--- config.mk ---
export PLATFORM = sky130hd
export DESIGN_NAME = msd_decoder
export DESIGN_NICKNAME = d
export VERILOG_FILES = /design/src/verilog/msd_pkg.sv /design/src/verilog/msd_decoder.sv
export SDC_FILE = /design/constraint.sdc
export NUM_CORES = 1
export LEC_CHECK = 0
export ABC_CLOCK_PERIOD_IN_PS = 6100
export BUFFER_PORTS_ARGS = -buffer_cell sky130_fd_sc_hd__buf_2
export CORE_MARGIN = 3
export CORE_UTILIZATION = 41
export DETAILED_ROUTE_END_ITERATION = 7
export GPL_TIMING_DRIVEN = 0
export SYNTH_ARGS = -nofsm -noshare
export SYNTH_HDL_FRONTEND = slang
export SYNTH_SLANG_ARGS = --single-unit
--- constraint.sdc ---
create_clock -name clk -period 6.1 [get_ports clk]
set_input_delay 1.83 -clock clk [delete_from_list [all_inputs] [get_ports clk]]
set_output_delay 1.83 -clock clk [all_outputs]
set_load 0.02 [all_outputs]
--- src/verilog/msd_pkg.sv ---
package msd_pkg;
  // program space: 12-bit counter reaches 4k bytes
  localparam int PC_W = 12;
  localparam int STACK_DEPTH = 6;
  localparam int WIN_BITS = 6;
  localparam int DA_W = 8;
  // data space map, byte addresses
  localparam logic [7:0] RAM_LO = 8'h00;
  localparam logic [7:0] RAM_HI = 8'h3f;
  localparam logic [7:0] WIN_LO = 8'h40;
  localparam logic [7:0] WIN_HI = 8'h7f;
  localparam logic [7:0] XYVW_LO = 8'h80;
  localparam logic [7:0] XYVW_HI = 8'h83;
  localparam logic [7:0] PORT_LO = 8'hc0;
  localparam logic [7:0] PORT_HI = 8'hcf;
  localparam logic [7:0] INTOPT_ADDR = 8'hc8;
  localparam logic [7:0] WINSEL_ADDR = 8'hc9;
  localparam logic [7:0] PERIPH_LO = 8'hd0;
  localparam logic [7:0] PERIPH_HI = 8'hd8;
  localparam logic [7:0] ACC_ADDR = 8'hff;
  // reset values
  localparam logic [11:0] PC_RST = 12'h000;
  localparam logic [2:0] SP_RST = 3'h0;
  localparam logic [7:0] DATA_RST = 8'h00;
  // decoded region codes, one-hot
  typedef enum logic [8:0] {
    MSD_R_NONE = 9'h001,
    MSD_R_RAM = 9'h002,
    MSD_R_WIN = 9'h004,
    MSD_R_XYVW = 9'h008,
    MSD_R_PORT = 9'h010,
    MSD_R_INTOPT = 9'h020,
    MSD_R_WINSEL = 9'h040,
    MSD_R_PERIPH = 9'h080,
    MSD_R_ACC = 9'h100
  } msd_region_t;
endpackage : msd_pkg

--- src/verilog/msd_decoder.sv ---
// Operation
// - the program counter is 12 bits wide and addresses a 4K program space.
// - the return stack holds exactly six levels shared by calls and interrupt entries.
// - a 64-byte data-space window reads constants stored in program memory.
// - the data decoder maps RAM, accumulator, index, short direct, port, peripheral, option and window select.
// - with readout protection set, every external read of program memory is blocked.
// - the non-maskable interrupt is requested on a falling edge of its pin.
// - the reset pin is active low and outranks the non-maskable interrupt.
// - the programming pin is sampled during reset; high enters programming mode, ground runs normally.
// - after reset every port pin is an input with pull-up until software changes it.
// - the window occupies data addresses 40h through 7Fh.
// - a six-bit write-only block select, undefined after reset, supplies upper window address bits.
`timescale 1ns/1ps
module msd_decoder #(
  parameter int NPINS = 12
) (
  // clock and reset
  input wire logic clk,
  input wire logic nrst,
  // core program flow
  input wire logic pc_load,
  input wire logic [11:0] pc_load_val,
  input wire logic pc_inc,
  input wire logic call_push,
  input wire logic ret_pop,
  // core data access
  input wire logic [7:0] data_addr,
  input wire logic data_wr,
  input wire logic [7:0] data_wdata,
  input wire logic data_rd,
  // program memory read data
  input wire logic [7:0] prog_rdata,
  // external readout request and option
  input wire logic ext_rd,
  input wire logic [11:0] ext_addr,
  input wire logic readout_protect,
  // asynchronous pins
  input wire logic nmi_pin,
  input wire logic vpp_high,
  // port configuration from software
  input wire logic port_cfg_wr,
  input wire logic [NPINS-1:0] port_cfg_pullup,
  // program memory address and results
  output logic [11:0] prog_addr,
  output logic [11:0] pc,
  output logic [11:0] stack_top,
  output logic stack_full,
  output logic [8:0] region,
  output logic [7:0] win_rdata,
  output logic win_valid,
  output logic [7:0] ext_rdata,
  output logic ext_blocked,
  output logic nmi_req,
  output logic prog_mode,
  output logic [NPINS-1:0] input_with_pullup
);
  logic [11:0] pc_q, pc_d;
  logic [11:0] stk_q [msd_pkg::STACK_DEPTH];
  logic [2:0] sp_q;
  logic [5:0] rom_window_block_select_q;
  logic win_pend_q;
  logic [7:0] win_rdata_q;
  logic win_valid_q;
  logic ext_pend_q;
  logic [7:0] ext_rdata_q;
  logic ext_blocked_q;
  logic nmi_s1_q, nmi_s2_q, nmi_prev_q, nmi_req_q;
  logic vpp_s1_q, vpp_s2_q, rst_phase_q, prog_mode_q;
  logic [NPINS-1:0] ipu_q;
  logic [8:0] region_q;
  logic [11:0] prog_addr_q;
  logic [11:0] stack_top_q;
  logic stack_full_q;

  // data-space region decode
  wire in_ram = data_addr <= msd_pkg::RAM_HI;
  wire in_win = data_addr >= msd_pkg::WIN_LO && data_addr <= msd_pkg::WIN_HI;
  wire in_xyvw = data_addr >= msd_pkg::XYVW_LO && data_addr <= msd_pkg::XYVW_HI;
  wire in_port = data_addr >= msd_pkg::PORT_LO && data_addr <= msd_pkg::PORT_HI;
  wire in_per = data_addr >= msd_pkg::PERIPH_LO && data_addr <= msd_pkg::PERIPH_HI;
  wire [8:0] region_d = in_ram ? msd_pkg::MSD_R_RAM :
                        in_win ? msd_pkg::MSD_R_WIN :
                        in_xyvw ? msd_pkg::MSD_R_XYVW :
                        (data_addr == msd_pkg::INTOPT_ADDR) ? msd_pkg::MSD_R_INTOPT :
                        (data_addr == msd_pkg::WINSEL_ADDR) ? msd_pkg::MSD_R_WINSEL :
                        in_port ? msd_pkg::MSD_R_PORT :
                        in_per ? msd_pkg::MSD_R_PERIPH :
                        (data_addr == msd_pkg::ACC_ADDR) ? msd_pkg::MSD_R_ACC :
                        msd_pkg::MSD_R_NONE;
  wire win_rd = data_rd && in_win;
  wire sel_wr = data_wr && data_addr == msd_pkg::WINSEL_ADDR;
  // window address: block select over offset
  wire [11:0] win_addr = {rom_window_block_select_q, data_addr[5:0]};
  // window fetch wins the memory port; otherwise external read, then pc
  wire ext_go = ext_rd && !readout_protect && !win_rd;
  wire [11:0] paddr_d = win_rd ? win_addr : (ext_go ? ext_addr : pc_d);
  wire push_ok = call_push && sp_q != 3'(msd_pkg::STACK_DEPTH);
  wire pop_ok = ret_pop && sp_q != msd_pkg::SP_RST;
  wire [2:0] sp_m1 = sp_q - 3'h1;
  wire [11:0] pop_val = stk_q[sp_m1];
  // pointer and top entry after this edge, so the stack outputs come from flops
  wire [2:0] sp_d = push_ok ? sp_q + 3'h1 : (pop_ok ? sp_m1 : sp_q);
  wire [2:0] sp_dm1 = sp_d - 3'h1;
  wire [11:0] top_d = push_ok ? pc_q :
                      ((sp_d == msd_pkg::SP_RST) ? msd_pkg::PC_RST : stk_q[sp_dm1]);
  wire nmi_fall = nmi_prev_q && !nmi_s2_q;

  // next pc: pops restore, loads jump, pc_inc increments, else hold
  always_comb begin
    pc_d = pc_q;
    if (pop_ok) begin
      pc_d = pop_val;
    end else if (pc_load) begin
      pc_d = pc_load_val;
    end else if (pc_inc) begin
      pc_d = pc_q + 12'h001;
    end
  end

  // program counter and stack pointer
  always_ff @(posedge clk or negedge nrst) begin
    if (!nrst) begin
      pc_q <= msd_pkg::PC_RST;
      sp_q <= msd_pkg::SP_RST;
      stack_top_q <= msd_pkg::PC_RST;
      stack_full_q <= 1'b0;
    end else begin
      pc_q <= pc_d;
      sp_q <= sp_d;
      stack_top_q <= top_d;
      stack_full_q <= sp_d == 3'(msd_pkg::STACK_DEPTH);
    end
  end

  // stack storage, one entry per level; push beyond six is dropped
  genvar gi;
  generate
    for (gi = 0; gi < msd_pkg::STACK_DEPTH; gi++) begin : g_stk
      always_ff @(posedge clk or negedge nrst) begin
        if (!nrst) begin
          stk_q[gi] <= msd_pkg::PC_RST;
        end else if (push_ok && sp_q == 3'(gi)) begin
          stk_q[gi] <= pc_q;
        end
      end
    end
  endgenerate

  // block select has no reset: software must load it first
  always_ff @(posedge clk) begin
    if (sel_wr) begin
      rom_window_block_select_q <= data_wdata[5:0];
    end
  end

  // memory address and decode registered; read data one cycle later
  always_ff @(posedge clk or negedge nrst) begin
    if (!nrst) begin
      prog_addr_q <= msd_pkg::PC_RST;
      region_q <= msd_pkg::MSD_R_NONE;
      win_pend_q <= 1'b0;
      ext_pend_q <= 1'b0;
    end else begin
      prog_addr_q <= paddr_d;
      region_q <= region_d;
      win_pend_q <= win_rd;
      ext_pend_q <= ext_go;
    end
  end

  // capture fetched bytes; protected external reads return zero
  always_ff @(posedge clk or negedge nrst) begin
    if (!nrst) begin
      win_rdata_q <= msd_pkg::DATA_RST;
      win_valid_q <= 1'b0;
      ext_rdata_q <= msd_pkg::DATA_RST;
      ext_blocked_q <= 1'b0;
    end else begin
      win_valid_q <= win_pend_q;
      if (win_pend_q) begin
        win_rdata_q <= prog_rdata;
      end
      ext_blocked_q <= ext_rd && readout_protect;
      ext_rdata_q <= ext_pend_q ? prog_rdata : msd_pkg::DATA_RST;
    end
  end

  // pin synchronisers and nmi falling-edge detect; reset outranks it
  always_ff @(posedge clk or negedge nrst) begin
    if (!nrst) begin
      nmi_s1_q <= 1'b1;
      nmi_s2_q <= 1'b1;
      nmi_prev_q <= 1'b1;
      nmi_req_q <= 1'b0;
    end else begin
      nmi_s1_q <= nmi_pin;
      nmi_s2_q <= nmi_s1_q;
      nmi_prev_q <= nmi_s2_q;
      nmi_req_q <= nmi_fall;
    end
  end

  // programming pin synchroniser keeps running through reset, so that the
  // second stage already holds the pin level when reset is released
  always_ff @(posedge clk) begin
    vpp_s1_q <= vpp_high;
    vpp_s2_q <= vpp_s1_q;
  end

  // programming level from the second sync stage, caught at the first edge after release
  always_ff @(posedge clk or negedge nrst) begin
    if (!nrst) begin
      rst_phase_q <= 1'b1;
      prog_mode_q <= 1'b0;
    end else if (rst_phase_q) begin
      rst_phase_q <= 1'b0;
      prog_mode_q <= vpp_s2_q;
    end
  end

  // every pin input with pull-up until software writes a config
  always_ff @(posedge clk or negedge nrst) begin
    if (!nrst) begin
      ipu_q <= '1;
    end else if (port_cfg_wr) begin
      ipu_q <= port_cfg_pullup;
    end
  end

  assign prog_addr = prog_addr_q;
  assign pc = pc_q;
  assign stack_top = stack_top_q;
  assign stack_full = stack_full_q;
  assign region = region_q;
  assign win_rdata = win_rdata_q;
  assign win_valid = win_valid_q;
  assign ext_rdata = ext_rdata_q;
  assign ext_blocked = ext_blocked_q;
  assign nmi_req = nmi_req_q;
  assign prog_mode = prog_mode_q;
  assign input_with_pullup = ipu_q;

  // assertions
  a_pc_incr: assert property (@(posedge clk) disable iff (!nrst)
    (pc_inc && !pc_load && !pop_ok) |=> pc_q == $past(pc_q) + 12'h001)
    else $error("pc did not increment");
  a_stack_bound: assert property (@(posedge clk) disable iff (!nrst)
    sp_q <= 3'h6)
    else $error("stack pointer past six");
  a_push_full: assert property (@(posedge clk) disable iff (!nrst)
    (call_push && !ret_pop && sp_q == 3'h6) |=> sp_q == 3'h6)
    else $error("push on full stack moved pointer");
  a_win_addr: assert property (@(posedge clk) disable iff (!nrst)
    win_rd |=> prog_addr_q == {rom_window_block_select_q, $past(data_addr[5:0])})
    else $error("window address wrong");
  a_win_data: assert property (@(posedge clk) disable iff (!nrst)
    win_rd |-> ##2 win_valid_q)
    else $error("window data not returned");
  a_win_range: assert property (@(posedge clk) disable iff (!nrst)
    (data_rd && data_addr[7:6] == 2'b01) |=> region_q == msd_pkg::MSD_R_WIN)
    else $error("window range decode wrong");
  a_sel_decode: assert property (@(posedge clk) disable iff (!nrst)
    (data_addr == 8'hc9) |=> region_q == msd_pkg::MSD_R_WINSEL)
    else $error("select register decode wrong");
  a_prot_block: assert property (@(posedge clk) disable iff (!nrst)
    (ext_rd && readout_protect) |=> ext_blocked_q ##1 ext_rdata_q == 8'h00)
    else $error("protected read not blocked");
  a_nmi_edge: assert property (@(posedge clk) disable iff (!nrst)
    $fell(nmi_s2_q) |=> nmi_req_q)
    else $error("nmi edge missed");
  a_nmi_rise: assert property (@(posedge clk) disable iff (!nrst)
    $rose(nmi_s2_q) |=> !nmi_req_q)
    else $error("nmi on rising edge");
  a_pullup_hold: assert property (@(posedge clk) disable iff (!nrst)
    !port_cfg_wr |=> ipu_q == $past(ipu_q))
    else $error("pull-up changed without software");
  a_prog_stable: assert property (@(posedge clk) disable iff (!nrst)
    !rst_phase_q |=> prog_mode_q == $past(prog_mode_q))
    else $error("programming mode changed after reset");
endmodule : msd_decoder

==> impl_metrics.prom <==
# TYPE chip_impl_metric gauge
chip_impl_info{name="critical_path.endpoint_type",value="flop"} 1
chip_impl_metric{name="fillers",unit=""} 1690
chip_impl_metric{name="worst_clock_skew",unit="ns"} 0.01160
chip_impl_metric{name="timing.critical_path.buf_inv",unit=""} 7
chip_impl_metric{name="pin_count",unit=""} 151
chip_impl_metric{name="yosys.cell_types.count",unit=""} 63
chip_impl_metric{name="floorplan.rows",unit=""} 50
chip_impl_metric{name="die_y",unit="um"} 144.6
chip_impl_metric{name="hold_fails_final_rpt",unit=""} 0
chip_impl_metric{name="grt_max_degree",unit=""} 101
chip_impl_metric{name="max_cap_viol_count",unit=""} 0
chip_impl_metric{name="number_of_buffers_inserted_to_repair_setup_after_cts",unit=""} 0
chip_impl_metric{name="timing.critical_path.required",unit="ns"} 6.39
chip_impl_metric{name="max_slew_margin",unit="%"} 37.73
chip_impl_metric{name="placement.setup.worst_slack",unit="ns"} 1.230
chip_impl_metric{name="synth_xor_xnor_area_share",unit="%"} 0.8893
chip_impl_metric{name="post-route-drc-count",unit=""} 0
chip_impl_metric{name="critPathMaxStageDelay",unit="ns"} 0.59
chip_impl_metric{name="min_period_over_period",unit="%"} 77.79
chip_impl_metric{name="pins_over_slew_limit",unit=""} 0
chip_impl_metric{name="vias_in_the_first_global_route",unit=""} 5871
chip_impl_metric{name="synth_fa_ha_area_share",unit="%"} 1.588
chip_impl_metric{name="timing.setup.tns",unit="ns"} 0
chip_impl_metric{name="achievable-frequency",unit="GHz"} 0.2107
chip_impl_metric{name="fp.coreArea",unit="um^2"} 18770
chip_impl_metric{name="number_of_flops_mapped_to_enable_cells_by_yosys",unit=""} 6
chip_impl_metric{name="cts-htree-levels",unit=""} 4
chip_impl_metric{name="cts.sinks",unit=""} 167
chip_impl_metric{name="layout_setup_ws",unit="ns"} 1.355
chip_impl_metric{name="globalRouteTotalUtil",unit="%"} 20.98
chip_impl_metric{name="arrival_time_reported_for_the_critical_path_endpoint",unit="ns"} 5.04
chip_impl_metric{name="synth_sequential_area_ratio",unit="%"} 53.57
chip_impl_metric{name="vias_per_cell",unit=""} 5.569
chip_impl_metric{name="dpl_cell_area",unit="um^2"} 8936
chip_impl_metric{name="ant_nets",unit=""} 0
chip_impl_metric{name="gp_congestion",unit=""} 0.8401
chip_impl_metric{name="synth_compound_area_share",unit="%"} 8.560
chip_impl_metric{name="synthesis.area",unit="um^2"} 7879
chip_impl_metric{name="cts_buffers",unit=""} 17
chip_impl_metric{name="die-area",unit="um^2"} 20920
chip_impl_info{name="critPathTopFamily",value="buffers and inverters"} 1
chip_impl_metric{name="clk_latency",unit="ns"} 0.43
chip_impl_metric{name="synthMuxAreaShare",unit="%"} 23.50
chip_impl_metric{name="post_cts_sizing",unit=""} 0
chip_impl_metric{name="fin_area",unit="um^2"} 9518
chip_impl_metric{name="ir_drop",unit="mV"} 0.2482
chip_impl_metric{name="report.final.setup_viol",unit=""} 0
chip_impl_info{name="dominantRegCellSynth",value="sky130_fd_sc_hd__dfrtp_1"} 1
chip_impl_metric{name="avgRoutedWirePerCell",unit="um"} 20.90
chip_impl_metric{name="yosys.area_share.simple",unit="%"} 8.194
chip_impl_metric{name="dr.pass1.iters",unit=""} 5
chip_impl_info{name="crit_path_top_delay_cell",value="sky130_fd_sc_hd__buf_1"} 1
chip_impl_metric{name="cts.clk_slew.worst_paths",unit="ns"} 0.08
chip_impl_info{name="hold_path.class",value="flop to flop"} 1
chip_impl_metric{name="antenna_found_initial",unit=""} 0
chip_impl_metric{name="finalWirelength",unit="um"} 22010
chip_impl_metric{name="synthesis.instances",unit=""} 639
chip_impl_info{name="type_of_origin_of_the_critical_path",value="flop"} 1
chip_impl_metric{name="synthesis.yosys.warnings",unit=""} 0
chip_impl_info{name="result_of_the_run",value="finished clean"} 1
chip_impl_metric{name="design.final.nets",unit=""} 888
chip_impl_metric{name="detailroute.via_count",unit=""} 5864
chip_impl_metric{name="cts-root-to-sink-buffers",unit=""} 2
chip_impl_info{name="ctsRootBufferMaster",value="sky130_fd_sc_hd__clkbuf_16"} 1
chip_impl_metric{name="tightestPinTransition",unit="ns"} 0.9340
chip_impl_info{name="worst_setup_path_category",value="flop to flop"} 1
chip_impl_metric{name="power-per-cell-area",unit="nW/um^2"} 545.5
chip_impl_metric{name="globalRoute.totalOverflow",unit=""} 0
chip_impl_metric{name="dr.first_iter.drc_count",unit=""} 495
chip_impl_metric{name="synth.ff_latch_count",unit=""} 167
chip_impl_metric{name="hold_buffers",unit=""} 0
chip_impl_metric{name="final_layout_size_suffix_gt1_share",unit="%"} 39.49
chip_impl_metric{name="die_w",unit="um"} 144.6
chip_impl_metric{name="worstPathMaxFanout",unit=""} 10
chip_impl_metric{name="start_util",unit="%"} 41.98
chip_impl_metric{name="async_s_r_ff_share_synth",unit="%"} 95.21
chip_impl_metric{name="syn_area_per_cell",unit="um^2"} 12.33
chip_impl_metric{name="dp_hpwl",unit="um"} 15440
chip_impl_info{name="synth_top_family_by_area",value="multiplexers"} 1
chip_impl_metric{name="first_pass_grt_wire_length",unit="um"} 33060
chip_impl_info{name="rsz0062_at_grt",value="false"} 1
chip_impl_metric{name="port-buffer-count",unit=""} 146
chip_impl_info{name="tritoncts",value="built"} 1
chip_impl_info{name="critical_path.cell_chain",value="buf_4 -> inv_1 -> ha_1 -> buf_2 -> buf_1 -> buf_1 -> nor2_1 -> a21oi_1 -> o221ai_1 -> inv_1 -> ha_1 -> and3b_1 -> o21ai_1 -> buf_2 -> o22ai_1 -> a211o_1"} 1
chip_impl_metric{name="synth.net_count",unit=""} 722
chip_impl_metric{name="area.growth.synth_to_final",unit="%"} 20.80
chip_impl_metric{name="shortest_clock_period_the_worst_path_allows_after_layout",unit="ns"} 4.745
chip_impl_metric{name="p_leak",unit="nW"} 4.550
-- path summary, 6_finish.rpt --
path / startpoint / end / slack, ns / cells past startpoint
worst min register to register: vpp_s1_q / vpp_s2_q / 0.33 / 0
min in group asynchronous: nrst / stack_top[8] / 1.37 / 1
worst max-delay path: sp_q[0] / stack_top[1] / 1.35 / 16
max in group asynchronous: nrst / stk_q[2] / 3.83 / 2
worst max register to register: sp_q[0] / stack_top[1] / 1.35 / 16
worst min-delay path: vpp_s1_q / vpp_s2_q / 0.33 / 0
-- per-stage QoR --
step	power [mW]	hold WS, ns	utilization (%)	instances
floorplan	3.354	0.3096	-	639
global placement	4.053	0.3174	47.43	1019
detailed placement	4.127	0.3153	47.61	1020
CTS	5.200	0.3331	50.70	1052
global route	5.480	0.3363	50.70	1052
finish	5.192	0.3315	50.71	1053
-- layer usage --
metal  vias to the layer above  part of all wire [%]  track usage, %
met4                         0                   2.3           7.511
li1                       2634                     -               -
met3                        40                   6.3           4.762
met2                       215                    48           32.63
met1                      2975                    44           28.96
met5                         -                     0               0
-- synth_stat cells (3+ instances only) --
cell,number,area (um^2)
sky130_fd_sc_hd__dfrtp_1,142,3553
sky130_fd_sc_hd__mux2_2,96,1081
sky130_fd_sc_hd__nor2_1,53,198.9
sky130_fd_sc_hd__mux2i_1,50,500.5
sky130_fd_sc_hd__nand2_1,35,131.4
sky130_fd_sc_hd__clkbuf_1,26,97.59
sky130_fd_sc_hd__a21oi_1,25,125.1
sky130_fd_sc_hd__dfstp_2,17,446.7
sky130_fd_sc_hd__o21ai_0,14,70.07
sky130_fd_sc_hd__o22ai_1,14,87.58
sky130_fd_sc_hd__a211o_1,12,105.1
sky130_fd_sc_hd__mux4_2,12,270.3
sky130_fd_sc_hd__and2_1,11,68.82
sky130_fd_sc_hd__inv_1,11,41.29
sky130_fd_sc_hd__ha_1,10,125.1
sky130_fd_sc_hd__buf_2,7,35.03
sky130_fd_sc_hd__nor3_1,7,35.03
sky130_fd_sc_hd__edfxtp_1,6,180.2
sky130_fd_sc_hd__a22oi_1,5,37.54
sky130_fd_sc_hd__buf_1,5,18.77
sky130_fd_sc_hd__nand3_1,5,25.02
sky130_fd_sc_hd__nor2b_1,5,31.28
sky130_fd_sc_hd__o21ai_1,5,25.02
sky130_fd_sc_hd__xnor2_1,5,43.79
sky130_fd_sc_hd__buf_4,4,30.03
sky130_fd_sc_hd__a211oi_1,3,22.52
sky130_fd_sc_hd__a221oi_1,3,26.28
sky130_fd_sc_hd__nand4_1,3,18.77
sky130_fd_sc_hd__nor3b_1,3,22.52
sky130_fd_sc_hd__o21a_1,3,22.52
sky130_fd_sc_hd__xor2_1,3,26.28
-- kinds of logic (layout without fill, tap and decap cells) --
family                   count (synthesis)  in the layout
buffers and inverters                   58            237
other                                    1              2
AND/OR/NAND/NOR                        136            136
multiplexers                           158            158
AO/OA/AOI/OAI                          101            101
adder cells (fa/ha/maj)                 10             10
XOR/XNOR                                 8              8
flip-flops                             167            167
-- flip-flops by register name, indices dropped and copies added, names as in the netlist, 6 cells and up --
name                       count
prog_addr                     12
stack_top                     12
input_with_pullup             12
rom_window_block_select_q      6
win_rdata                      8
stk_q                         72
pc                            12
ext_rdata                      8
region                         9
-- worst reg2reg max path, delay by kind of cell (launching register included) --
family	cells	cell delay, ns
AO/OA/AOI/OAI	5	1.14
adder cells (fa/ha/maj)	2	0.46
buffers and inverters	7	2.28
flip-flops	1	0.40
AND/OR/NAND/NOR	2	0.33
-- placed cells by master (no fill, tap or decap), drive strengths merged, types with 12 or more instances in the layout --
cell type  count
mux2          96
dfrtp        142
nor2          53
clkbuf        44
buf          167
a21oi         25
o21ai         19
nand2         35
dfstp         17
o22ai         14
mux4          12
inv           21
a211o         12
mux2i         50
-- where the power goes --
part	total (mW)	internal, mW	switching [mW]
Clock	1.06	0.548	0.516
Combinational	2.41	1.02	1.39
Sequential	1.72	1.49	0.228
-- area by class of cell --
type                       instances  area (um^2)  share of cell area [%]
sequential                       167         4220                   44.34
multi-input combinational        414         3371                   35.41
timing repair buffer             147        764.5                   8.032
clock buffer                      17        425.4                   4.470
tap                              234        292.8                   3.076
buffer                            47        246.5                   2.590
clock inverter                    15        153.9                   1.617
inverter                          11        41.29                  0.4338
antenna                            1        2.502                 0.02629
Power figures use the tool's default switching activity.
